**config.mk**
```make
export PLATFORM = sky130hd
export DESIGN_NAME = synth_config_registers
export DESIGN_NICKNAME = d
export VERILOG_FILES = /design/src/verilog/synth_cfg_pkg.sv /design/src/verilog/synth_config_registers.sv
export SDC_FILE = /design/constraint.sdc
export NUM_CORES = 1
export LEC_CHECK = 0
export BUFFER_PORTS_ARGS = -buffer_cell sky130_fd_sc_hd__buf_2
export CAP_MARGIN = 10
export CORE_ASPECT_RATIO = 1.2
export CORE_MARGIN = 4
export CORE_UTILIZATION = 50
export DETAILED_ROUTE_END_ITERATION = 6
export PLACE_DENSITY_LB_ADDON = 0.3
export SLEW_MARGIN = 20
export SYNTH_ARGS = -nofsm -noshare
export SYNTH_HDL_FRONTEND = slang
export SYNTH_SLANG_ARGS = --single-unit
```
**constraint.sdc**
```tcl
create_clock -name aclk -period 2.1 [get_ports aclk]
set_input_delay 0.63 -clock aclk [delete_from_list [all_inputs] [get_ports aclk]]
set_output_delay 0.63 -clock aclk [all_outputs]
set_load 0.03 [all_outputs]
```
**src/verilog/synth_cfg_pkg.sv**
```systemverilog
package synth_cfg_pkg;
  // Register indices as printed; byte address is four times the index
  localparam logic [6:0] IDX_PUMP = 7'h2a;
  localparam logic [6:0] IDX_RAND = 7'h2f;
  localparam logic [6:0] IDX_TUNE_C = 7'h35;
  localparam logic [6:0] IDX_TUNE_B = 7'h3a;
  localparam logic [6:0] IDX_TUNE_A = 7'h3c;
  localparam logic [6:0] IDX_CTRL = 7'h00;
  localparam logic [6:0] IDX_UP = 7'h29;
  localparam logic [6:0] IDX_TOTAL = 7'h01;
  // Reset values
  localparam logic [15:0] RST_PUMP = 16'h0210;
  localparam logic [15:0] RST_RAND = 16'h0000;
  localparam logic [15:0] RST_TUNE_C = 16'h2802;
  localparam logic [15:0] RST_TUNE_B = 16'h0c00;
  localparam logic [15:0] RST_TUNE_A = 16'h4000;
  localparam logic [4:0] RST_UP = 5'h10;
  // Field positions
  localparam int POL_BIT = 5;
  localparam int DN_LSB = 0;
  localparam int RAND_LSB = 13;
  localparam int UP_LSB = 7;
  localparam int RESET_BIT = 1;
  // Bus responses
  localparam logic [1:0] RESP_OKAY = 2'h0;
  localparam logic [1:0] RESP_SLVERR = 2'h2;
  typedef enum logic [1:0] {
    RAND_OFF = 2'b00,
    RAND_WEAK = 2'b01,
    RAND_MEDIUM = 2'b10,
    RAND_STRONG = 2'b11
  } rand_level_e;
endpackage

```
**src/verilog/synth_config_registers.sv**
```systemverilog
`timescale 1ns/100ps
// How it works
// RULE1: Power-up and the reset control bit load every register's reset value.
// RULE2: Reset values are not a working setup; software writes all registers.
// RULE3: Tuning register 3Ch resets to 4000h; software writes A000h.
// RULE4: Tuning register 3Ah resets to C00h; software writes 8C00h.
// RULE5: Tuning register 35h resets to 2802h; software writes 7806h.
// RULE6: Bits 14:13 of 2Fh pick randomization level, reset zero.
// RULE7: Software writes zero to bit 15 and bits 12:0 of 2Fh.
// RULE8: Software writes 8h to bits 15:6 of 2Ah, which reset 8h.
// RULE9: Bit 5 of 2Ah picks pump polarity, 0 positive, reset zero.
// RULE10: Bits 4:0 of 2Ah set down current; 0 tri-states, reset 10h.
// RULE11: Software programs only even current codes.
// RULE12: Software keeps down code equal to the up code.
// RULE13: Total pump current code is down code plus up code.
// RULE14: Register 2Ah resets to 210h.
module synth_config_registers
  import synth_cfg_pkg::*;
(
  // Clock and reset
  input wire logic aclk,
  input wire logic aresetn,
  // AXI4-Lite write address
  input wire logic [8:0] s_axi_awaddr,
  input wire logic s_axi_awvalid,
  output logic s_axi_awready,
  // AXI4-Lite write data
  input wire logic [31:0] s_axi_wdata,
  input wire logic [3:0] s_axi_wstrb,
  input wire logic s_axi_wvalid,
  output logic s_axi_wready,
  // AXI4-Lite write response
  output logic [1:0] s_axi_bresp,
  output logic s_axi_bvalid,
  input wire logic s_axi_bready,
  // AXI4-Lite read address
  input wire logic [8:0] s_axi_araddr,
  input wire logic s_axi_arvalid,
  output logic s_axi_arready,
  // AXI4-Lite read data
  output logic [31:0] s_axi_rdata,
  output logic [1:0] s_axi_rresp,
  output logic s_axi_rvalid,
  input wire logic s_axi_rready,
  // Synthesizer controls
  output logic [1:0] rand_level,
  output logic ext_osc_pump_polarity,
  output logic [4:0] ext_osc_pump_down_current,
  output logic [4:0] ext_osc_pump_up_current,
  output logic [5:0] ext_osc_pump_total,
  output logic ext_osc_pump_tristate,
  output logic [15:0] tune_a,
  output logic [15:0] tune_b,
  output logic [15:0] tune_c
);

  logic [15:0] pump_polarity_current_r;
  logic [15:0] modulator_randomization_ctrl_r;
  logic [15:0] fixed_tuning_c_r;
  logic [15:0] fixed_tuning_b_r;
  logic [15:0] fixed_tuning_a_r;
  logic [4:0] up_current_r;
  logic soft_reset_r;
  logic [8:0] awaddr_r;
  logic aw_held_r;
  logic [31:0] wdata_r;
  logic [3:0] wstrb_r;
  logic w_held_r;
  logic do_write;
  logic ctrl_hit;
  logic [6:0] widx;
  logic [6:0] ridx;
  wire logic [15:0] wval;
  logic [15:0] wold;
  logic wmapped;
  logic [31:0] rval;
  logic rmapped;

  // Write channel capture, address and data in either order
  // A half that arrives first is held until its partner is taken
  always_ff @(posedge aclk)
  begin
    if (!aresetn)
    begin
      aw_held_r <= 1'b0;
      w_held_r <= 1'b0;
      awaddr_r <= 9'h000;
      wdata_r <= 32'h00000000;
      wstrb_r <= 4'h0;
    end
    else if (do_write)
    begin
      aw_held_r <= 1'b0;
      w_held_r <= 1'b0;
    end
    else
    begin
      if (s_axi_awvalid && s_axi_awready)
      begin
        aw_held_r <= 1'b1;
        awaddr_r <= s_axi_awaddr;
      end
      if (s_axi_wvalid && s_axi_wready)
      begin
        w_held_r <= 1'b1;
        wdata_r <= s_axi_wdata;
        wstrb_r <= s_axi_wstrb;
      end
    end
  end

  // Waits for bvalid to clear so a new write cannot overrun the response
  assign do_write = aw_held_r && w_held_r && !s_axi_bvalid;
  assign widx = awaddr_r[8:2];

  always_ff @(posedge aclk)
  begin
    if (!aresetn)
    begin
      s_axi_awready <= 1'b0;
      s_axi_wready <= 1'b0;
    end
    else
    begin
      // Each ready only while its own half is not held and no response waits, one write at a time
      s_axi_awready <= !aw_held_r && !(s_axi_awvalid && s_axi_awready)
        && !s_axi_bvalid;
      s_axi_wready <= !w_held_r && !(s_axi_wvalid && s_axi_wready)
        && !s_axi_bvalid;
    end
  end

  // Current contents of the addressed register, merged per byte lane below
  always_comb
  begin
    wold = 16'h0000;
    case (widx)
      IDX_PUMP: wold = pump_polarity_current_r;
      IDX_RAND: wold = modulator_randomization_ctrl_r;
      IDX_TUNE_C: wold = fixed_tuning_c_r;
      IDX_TUNE_B: wold = fixed_tuning_b_r;
      IDX_TUNE_A: wold = fixed_tuning_a_r;
      IDX_UP: wold = {11'h000, up_current_r} << UP_LSB;
      default: wold = 16'h0000;
    endcase
  end

  // Strobes 2 and 3 have no storage behind them and are ignored
  genvar g;
  for (g = 0; g < 2; g = g + 1)
  begin : g_lane
    assign wval[8*g +: 8] = wstrb_r[g] ? wdata_r[8*g +: 8]
      : wold[8*g +: 8];
  end

  always_comb
  begin
    case (widx)
      IDX_PUMP, IDX_RAND, IDX_TUNE_C, IDX_TUNE_B, IDX_TUNE_A, IDX_UP,
      IDX_CTRL, IDX_TOTAL: wmapped = 1'b1;
      default: wmapped = 1'b0;
    endcase
  end

  // Only the reset bit of the control word does anything; others read zero
  assign ctrl_hit = do_write && widx == IDX_CTRL && wstrb_r[0]
    && wdata_r[RESET_BIT];

  // Reset control bit: self-clearing, acts on the cycle after the write
  // Bus state is left alone so the control write still gets its response
  always_ff @(posedge aclk)
  begin
    if (!aresetn)
      soft_reset_r <= 1'b0;
    else
      soft_reset_r <= ctrl_hit;
  end

  // Configuration registers; software's values are stored as written
  // Soft reset outranks a write landing in the same cycle
  always_ff @(posedge aclk)
  begin
    if (!aresetn || soft_reset_r) // RULE1
    begin
      pump_polarity_current_r <= RST_PUMP; // RULE14
      modulator_randomization_ctrl_r <= RST_RAND; // RULE6
      fixed_tuning_c_r <= RST_TUNE_C;
      fixed_tuning_b_r <= RST_TUNE_B;
      fixed_tuning_a_r <= RST_TUNE_A;
      up_current_r <= RST_UP;
    end
    else if (do_write)
    begin
      case (widx)
        IDX_PUMP: pump_polarity_current_r <= wval;
        IDX_RAND: modulator_randomization_ctrl_r <= wval;
        IDX_TUNE_C: fixed_tuning_c_r <= wval;
        IDX_TUNE_B: fixed_tuning_b_r <= wval;
        IDX_TUNE_A: fixed_tuning_a_r <= wval;
        IDX_UP: up_current_r <= wval[UP_LSB +: 5];
        default: up_current_r <= up_current_r;
      endcase
    end
  end

  // Write response
  // Writes to the read-only total are answered OKAY and dropped
  always_ff @(posedge aclk)
  begin
    if (!aresetn)
    begin
      s_axi_bvalid <= 1'b0;
      s_axi_bresp <= RESP_OKAY;
    end
    else if (do_write)
    begin
      s_axi_bvalid <= 1'b1;
      s_axi_bresp <= wmapped ? RESP_OKAY : RESP_SLVERR;
    end
    else if (s_axi_bready)
      s_axi_bvalid <= 1'b0;
  end

  // Read path
  // Live address is decoded; only its value at the handshake matters
  assign ridx = s_axi_araddr[8:2];

  always_comb
  begin
    rmapped = 1'b1;
    rval = 32'h00000000;
    case (ridx)
      IDX_PUMP: rval = {16'h0000, pump_polarity_current_r};
      IDX_RAND: rval = {16'h0000, modulator_randomization_ctrl_r};
      IDX_TUNE_C: rval = {16'h0000, fixed_tuning_c_r};
      IDX_TUNE_B: rval = {16'h0000, fixed_tuning_b_r};
      IDX_TUNE_A: rval = {16'h0000, fixed_tuning_a_r};
      IDX_UP: rval = {20'h00000, up_current_r, 7'h00};
      IDX_CTRL: rval = 32'h00000000;
      IDX_TOTAL: rval = {26'h0000000, ext_osc_pump_total};
      default: rmapped = 1'b0;
    endcase
  end

  // Address is refused while data waits, so arready returns a cycle late
  always_ff @(posedge aclk)
  begin
    if (!aresetn)
    begin
      s_axi_arready <= 1'b0;
      s_axi_rvalid <= 1'b0;
      s_axi_rdata <= 32'h00000000;
      s_axi_rresp <= RESP_OKAY;
    end
    else if (s_axi_arvalid && s_axi_arready)
    begin
      s_axi_arready <= 1'b0;
      s_axi_rvalid <= 1'b1;
      s_axi_rdata <= rval;
      s_axi_rresp <= rmapped ? RESP_OKAY : RESP_SLVERR;
    end
    else if (s_axi_rvalid)
    begin
      if (s_axi_rready)
        s_axi_rvalid <= 1'b0;
    end
    else
      s_axi_arready <= 1'b1;
  end

  // Field outputs, registered
  // One cycle behind the registers so every output is a flip-flop
  always_ff @(posedge aclk)
  begin
    if (!aresetn)
    begin
      rand_level <= RAND_OFF;
      ext_osc_pump_polarity <= 1'b0;
      ext_osc_pump_down_current <= RST_PUMP[DN_LSB +: 5];
      ext_osc_pump_up_current <= RST_UP;
      ext_osc_pump_total <= {1'b0, RST_UP} + {1'b0, RST_PUMP[4:0]};
      ext_osc_pump_tristate <= 1'b0;
      tune_a <= RST_TUNE_A;
      tune_b <= RST_TUNE_B;
      tune_c <= RST_TUNE_C;
    end
    else
    begin
      rand_level <= modulator_randomization_ctrl_r[RAND_LSB +: 2]; // RULE6
      ext_osc_pump_polarity <= pump_polarity_current_r[POL_BIT]; // RULE9
      ext_osc_pump_down_current <=
        pump_polarity_current_r[DN_LSB +: 5]; // RULE10
      ext_osc_pump_up_current <= up_current_r;
      // Both codes are summed as-is; odd or mismatched codes pass through
      ext_osc_pump_total <= {1'b0, up_current_r}
        + {1'b0, pump_polarity_current_r[DN_LSB +: 5]}; // RULE13
      ext_osc_pump_tristate <=
        pump_polarity_current_r[DN_LSB +: 5] == 5'h00; // RULE10
      tune_a <= fixed_tuning_a_r;
      tune_b <= fixed_tuning_b_r;
      tune_c <= fixed_tuning_c_r;
    end
  end

endmodule

```
# Yosys cells after proc, flatten, opt, wreduce, memory -nomap -nowiden
# Cells that the tools add are included.
dict set report totals {
  ff_bits 224
  latchBits 0
  ram_bits 0
  mem_bits_ro 0
  inputBits 61
  output_inout_bits 109
  word_cells 94
  n_memories 0
}
dict set report classes {
  n_addsub 1
  mul 0
  n_div 0
  n_lt_le_gt_ge 0
  n_eq_ne 14
  shift 0
  muxes 13
  bitwise_logic 2
  n_reduce_logical 35
}
# operator n
set op_table {}
lappend op_table {{16-bit case mux with 7 select lines} 1}
lappend op_table {{7-bit by 6-bit equality test with 1-bit output (second input constant)} 12}
lappend op_table {{16-bit case mux with 5 select lines} 1}
lappend op_table {{8-bit two-way mux} 2}
lappend op_table {{2-bit AND reduction} 8}
lappend op_table {{8-bit OR reduction} 2}
lappend op_table {{7-bit by 1-bit equality test with 1-bit output (second input constant)} 2}
lappend op_table {{7-bit zero test} 2}
lappend op_table {{1-bit logical AND} 12}
lappend op_table {{1-bit two-way mux} 7}
lappend op_table {{5-bit by 5-bit adder with 6-bit output} 1}
lappend op_table {{1-bit zero test} 6}
lappend op_table {{5-bit zero test} 1}
lappend op_table {{2-bit two-way mux} 2}
lappend op_table {{2-bit OR reduction} 2}
lappend op_table {{1-bit inverter} 2}
lappend op_table {{2-bit nonzero test} 1}
lappend op_table {{1-bit logical OR} 1}

# Longest topological paths before layout
dict set report logic_depth {
  ltp_word 5
  ltp_mapped 9
  ltp_nobuf 6
}

# Worst setup path after synthesis
# No wires, ideal clock.
dict set report synth_timing {
  path_kind {in2reg}
  from {input s_axi_araddr[4]}
  to {register s_axi_rdata[10]}
  setup_time_ns 0.060
  t_arrival_ns 2.162
  required_time_ns 2.040
  slack_ns -0.121
  cell_stages 8
  n_path_buf 3
  path_cell_list {clkbuf_1 > or2_1 > mux4_2 > o22ai_1 > and4_1 > buf_4 > buf_6 > a22o_1}
}
dict set report synth_between {
  elab_chain_len 2
  word_cells_on_any_way 8
  cone_classes {7 x eq/ne; 1 x mux}
}
# item line_no
set synth_lines {}
lappend synth_lines {{start: declaration} synth_config_registers.sv:37} ;# input wire logic [8:0] s_axi_araddr,
lappend synth_lines {{7-bit by 1-bit equality test with 1-bit output / 7-bit by 6-bit equality test with 1-bit output (equally long branches)} synth_config_registers.sv:232} ;# case (ridx)
lappend synth_lines {{16-bit case mux with 7 select lines (*)} synth_config_registers.sv:232}
lappend synth_lines {{end signal: assignment} synth_config_registers.sv:259} ;# s_axi_rdata <= rval;
lappend synth_lines {{end: declaration} synth_config_registers.sv:41} ;# output logic [31:0] s_axi_rdata,
# Mark *: on every way between the ends. The rest lies on a longest branch, timed or not.
# A chain may end at the register's enable or synchronous reset.

# Worst setup path in the final report
dict set report layout_timing {
  from {register awaddr_r[6]}
  to {register fixed_tuning_a_r[11]}
}
dict set report layout_between {
  elab_chain_len 3
  word_cells_on_any_way 8
  cone_classes {5 x eq/ne; 2 x mux; 1 x reduce/logical}
}
# item line_no
set layout_lines {}
lappend layout_lines {{start: declaration} synth_config_registers.sv:64} ;# logic [8:0] awaddr_r;
lappend layout_lines {{start signal: assignment} synth_config_registers.sv:101} ;# awaddr_r <= s_axi_awaddr;
lappend layout_lines {{7-bit by 6-bit equality test with 1-bit output, on equally long branches} {synth_config_registers.sv:137, synth_config_registers.sv:194}}
lappend layout_lines {{16-bit case mux with 5 select lines} synth_config_registers.sv:137} ;# case (widx)
lappend layout_lines {{8-bit two-way mux} synth_config_registers.sv:152} ;# assign wval[8*g +: 8] = wstrb_r[g] ? wdata_r[8*g +: 8]
lappend layout_lines {{end signal: assignment} synth_config_registers.sv:199} ;# IDX_TUNE_A: fixed_tuning_a_r <= wval;
lappend layout_lines {{end: declaration} synth_config_registers.sv:61} ;# logic [15:0] fixed_tuning_a_r;
# Several ways; a longest one is shown, not always the timed one.

==> results.rst <==
.. list-table::
   :header-rows: 1

   * - Metric
     - Value
   * - Share of final-layout standard cells stronger than drive strength 1
     - 24.9%
   * - Transition time at the pin with the least slew margin
     - 0.756 ns
   * - Launching instance or port of the critical path
     - awaddr_r[6]
   * - Critical Path RT
     - 2.47 ns
   * - I/O pin count
     - 170
   * - Vias per std cell
     - 5.89
   * - Fraction of registers with async set/reset
     - 0%
   * - Count of filler cells inserted in the layout
     - 1384
   * - Critical path data arrival time
     - 2.38 ns
   * - Post-synth design cell area
     - 8470 sq um
   * - Placed insts
     - 1253
   * - CTS clock-pin slew for the worst setup and hold paths
     - 0.06 ns
   * - Mean post-synth cell area
     - 9.40 sq um
   * - Leading cell type by number of instances after synthesis
     - dfxtp_1
   * - Area Overhead vs Synth
     - 22.2%
   * - Top_reg_cell synth
     - dfxtp_1
   * - Maximum buffer depth of the clock tree
     - 3
   * - Startpoint of the tightest hold check path
     - s_axi_awvalid
   * - Clk root buf
     - clkbuf_16
   * - Number of cells produced by synthesis
     - 901
   * - Number of clock sinks
     - 204
   * - Average wire length per cell after detail routing
     - 18.8 um
   * - Half-perimeter wire length after placement
     - 17.2 mm
   * - Clock tree from TritonCTS
     - built
   * - Tot Pwr
     - 7.97 mW
   * - Clk Latency, worst-skew pair
     - 0.50 ns
   * - Static Leak
     - 4.27 nW
   * - Result of the run
     - complete, no violations
   * - GRT Residual Overflow
     - 0
   * - Starting utilization of the core area
     - 51.6%
   * - Fraction of post-synthesis cell area in the top cell type by area
     - 48.2%
   * - Detailed Route Iter0 Violations
     - 778
   * - Class of the worst hold path
     - input port to flop
   * - Total global-route track usage
     - 24.3%
   * - Gp weighted congestion
     - 0.920
   * - Max stage delay cell, worst path
     - or4_1
   * - Routed vias
     - 7581
   * - Top fanout value on the critical path
     - 10
   * - Number of unique standard cell types used by synthesis
     - 65
   * - IR drop worst, VDD
     - 0.559 mV
   * - Sequential area share after synthesis
     - 48.2%
   * - Total clock buffers created by CTS
     - 21
   * - Post-synth EDFFs
     - 0
   * - Antenna diode instance count
     - 0
   * - Setup Skew
     - 0.0141 ns
   * - Final Critical Period
     - 2.01 ns
   * - Die Area
     - 19100 sq um
   * - Power Dens Cells
     - 770 nW/um^2
   * - Die height
     - 151 um
   * - Max-cap violation count
     - 0
   * - Endpoint type of the worst setup path
     - flop
   * - First-pass GRT wire length
     - 37.8 mm
   * - Count of endpoints failing hold in the final timing report
     - 0
   * - Antenna Nets Post-Route
     - 0
   * - Floorplan row count
     - 51
   * - Final TNS setup
     - 0 ns
   * - Commonest cells in the synthesized netlist
     - dfxtp_1, nand3_1, nand2_1
   * - Total area of multi-input combinational cells
     - 4020 sq um
   * - Sequence of cells on the critical path
     - and3b_1, o21a_2, or4_1, o311ai_0, buf_4, a31oi_1
   * - Crit Reg-Reg Startpoint
     - awaddr_r[6]
   * - Non-Filler Instances
     - 1287
   * - Die span in x
     - 127 um
   * - Max Transition Viols Final
     - 0
   * - Number of global-route vias before repair
     - 7091
   * - Area occupied by registers
     - 4090 sq um
   * - Worst slew margin relative to its limit
     - 49.1%
   * - Total setup violations reported at the end of the flow
     - 0
   * - DRC errors left
     - 0
   * - Startpoint class of the critical path
     - flop
   * - IO Port Bufs
     - 129
   * - Iteration count of the initial detailed-routing pass
     - 5
   * - #FFs+latches synth
     - 204
   * - Layout net count
     - 1132
   * - Maximum cell stage delay along the critical path
     - 0.54 ns
   * - Core Box Area
     - 16400 sq um
   * - Largest cells by area after synthesis
     - dfxtp_1, nand3_1, o31ai_1, and2_1, a22oi_1
   * - Cell type with the largest total area after synthesis
     - dfxtp_1
   * - Number of antenna violations at the first check in global routing
     - 0
   * - Class of the most critical setup path
     - flop to flop
   * - Period utilisation layout
     - 95.5%
   * - Total Routed Length
     - 24.2 mm
   * - Pin count of the biggest net entering global routing
     - 67
   * - Depth of the CTS H-tree
     - 1
   * - Achievable Freq
     - 0.499 GHz
   * - Yosys warning total
     - 0
area by class of cell:
type                       count  area share (%)
clock buffer                  26            5.65
clock inverter                 7           0.641
inverter                       5           0.181
multi-input combinational    620            38.8
sequential                   204            39.5
tap                          212            2.56
timing repair buffer         213            12.6
per-stage QoR:
stage / instance area, sq um / setup slack (ns) / hold WS [ns] / utilization [%]
final: 10300 / 0.0945 / 0.356 / 63.1
after global routing: 10300 / -0.0318 / 0.367 / 63.1
after floorplan: 8550 / -0.0440 / 0.430 / -
after CTS: 10300 / 0.0212 / 0.343 / 62.9
after detailed placement: 9650 / -0.137 / 0.459 / 58.9
after global placement: 9650 / -0.134 / 0.448 / 58.9
layer usage:
| metal | vias up | GRT usage, % | share of wire (%) |
|---|---|---|---|
| met1 | 3473 | 34.4 | 43 |
| met5 | - | 0 | 0 |
| met4 | 0 | 8.48 | 2.9 |
| met2 | 417 | 38.0 | 45 |
| met3 | 53 | 3.30 | 9.2 |
| li1 | 3638 | - | - |
flip-flops by register name (all words and copies together), names as in the netlist, 2 cells and up:
| name | cells |
|---|---|
| up_current_r | 5 |
| rand_level | 2 |
| ext_osc_pump_up_current | 5 |
| fixed_tuning_a_r | 16 |
| tune_c | 16 |
| wstrb_r | 2 |
| pump_polarity_current_r | 16 |
| wdata_r | 16 |
| ext_osc_pump_down_current | 5 |
| s_axi_rdata | 16 |
| modulator_randomization_ctrl_r | 16 |
| fixed_tuning_b_r | 16 |
| tune_b | 16 |
| tune_a | 16 |
| awaddr_r | 7 |
| ext_osc_pump_total | 6 |
| fixed_tuning_c_r | 16 |
where the power goes:
group	total (mW)	internal (mW)	switching, mW
logic	0.493	0.169	0.324
registers	3.95	3.91	0.0404
clock network	3.53	2.08	1.45
timing repair:
item                       CTS  global route
resized for setup            1            10
hold buffers                 0             0
gates cloned                 0             0
setup endpoints to repair   23            76
pin swaps                    1             3
buffers inserted             0             1
cell usage in the layout, fill, tap and decap left out, types with 24 or more instances in the layout:
cell and count:
and2_1 59, o31ai_1 51, a22oi_1 43, dfxtp_1 202, buf_4 80, o21ai_0 41
nand3_1 85, a22o_1 24, buf_2 129, nand2_1 65
worst max-delay path, delay by kind of cell, from the launching register on:
| family | cells | cell delay [ns] |
|---|---|---|
| AND/OR/NAND/NOR | 2 | 0.77 |
| AO/OA/AOI/OAI | 3 | 0.48 |
| flip-flops | 1 | 0.43 |
| buffers and inverters | 1 | 0.19 |
kinds of logic after synthesis:
group                      after synthesis  synth area share (%)
buffers and inverters                   94                  5.51
xor gates and xnor gates                 3                 0.310
other                                    1                0.0443
DFF                                    204                  48.2
adders and majority gates                6                 0.975
muxes                                    8                  1.09
AOI/OAI and AO/OA                      266                  23.2
and+or+nand+nor                        319                  20.6
path summary, 6_finish.rpt:
| path | slack [ns] | endpoint | cells after the start |
|---|---|---|---|
| setup / recovery | 0.09 | fixed_tuning_a_r[11] | 6 |
| hold / removal | 0.36 | s_axi_awready | 2 |
| setup reg to reg | 0.09 | fixed_tuning_a_r[11] | 6 |
| hold reg to reg | 0.46 | wdata_r[12] | 2 |
No activity file was read; power rests on OpenSTA's default activity.
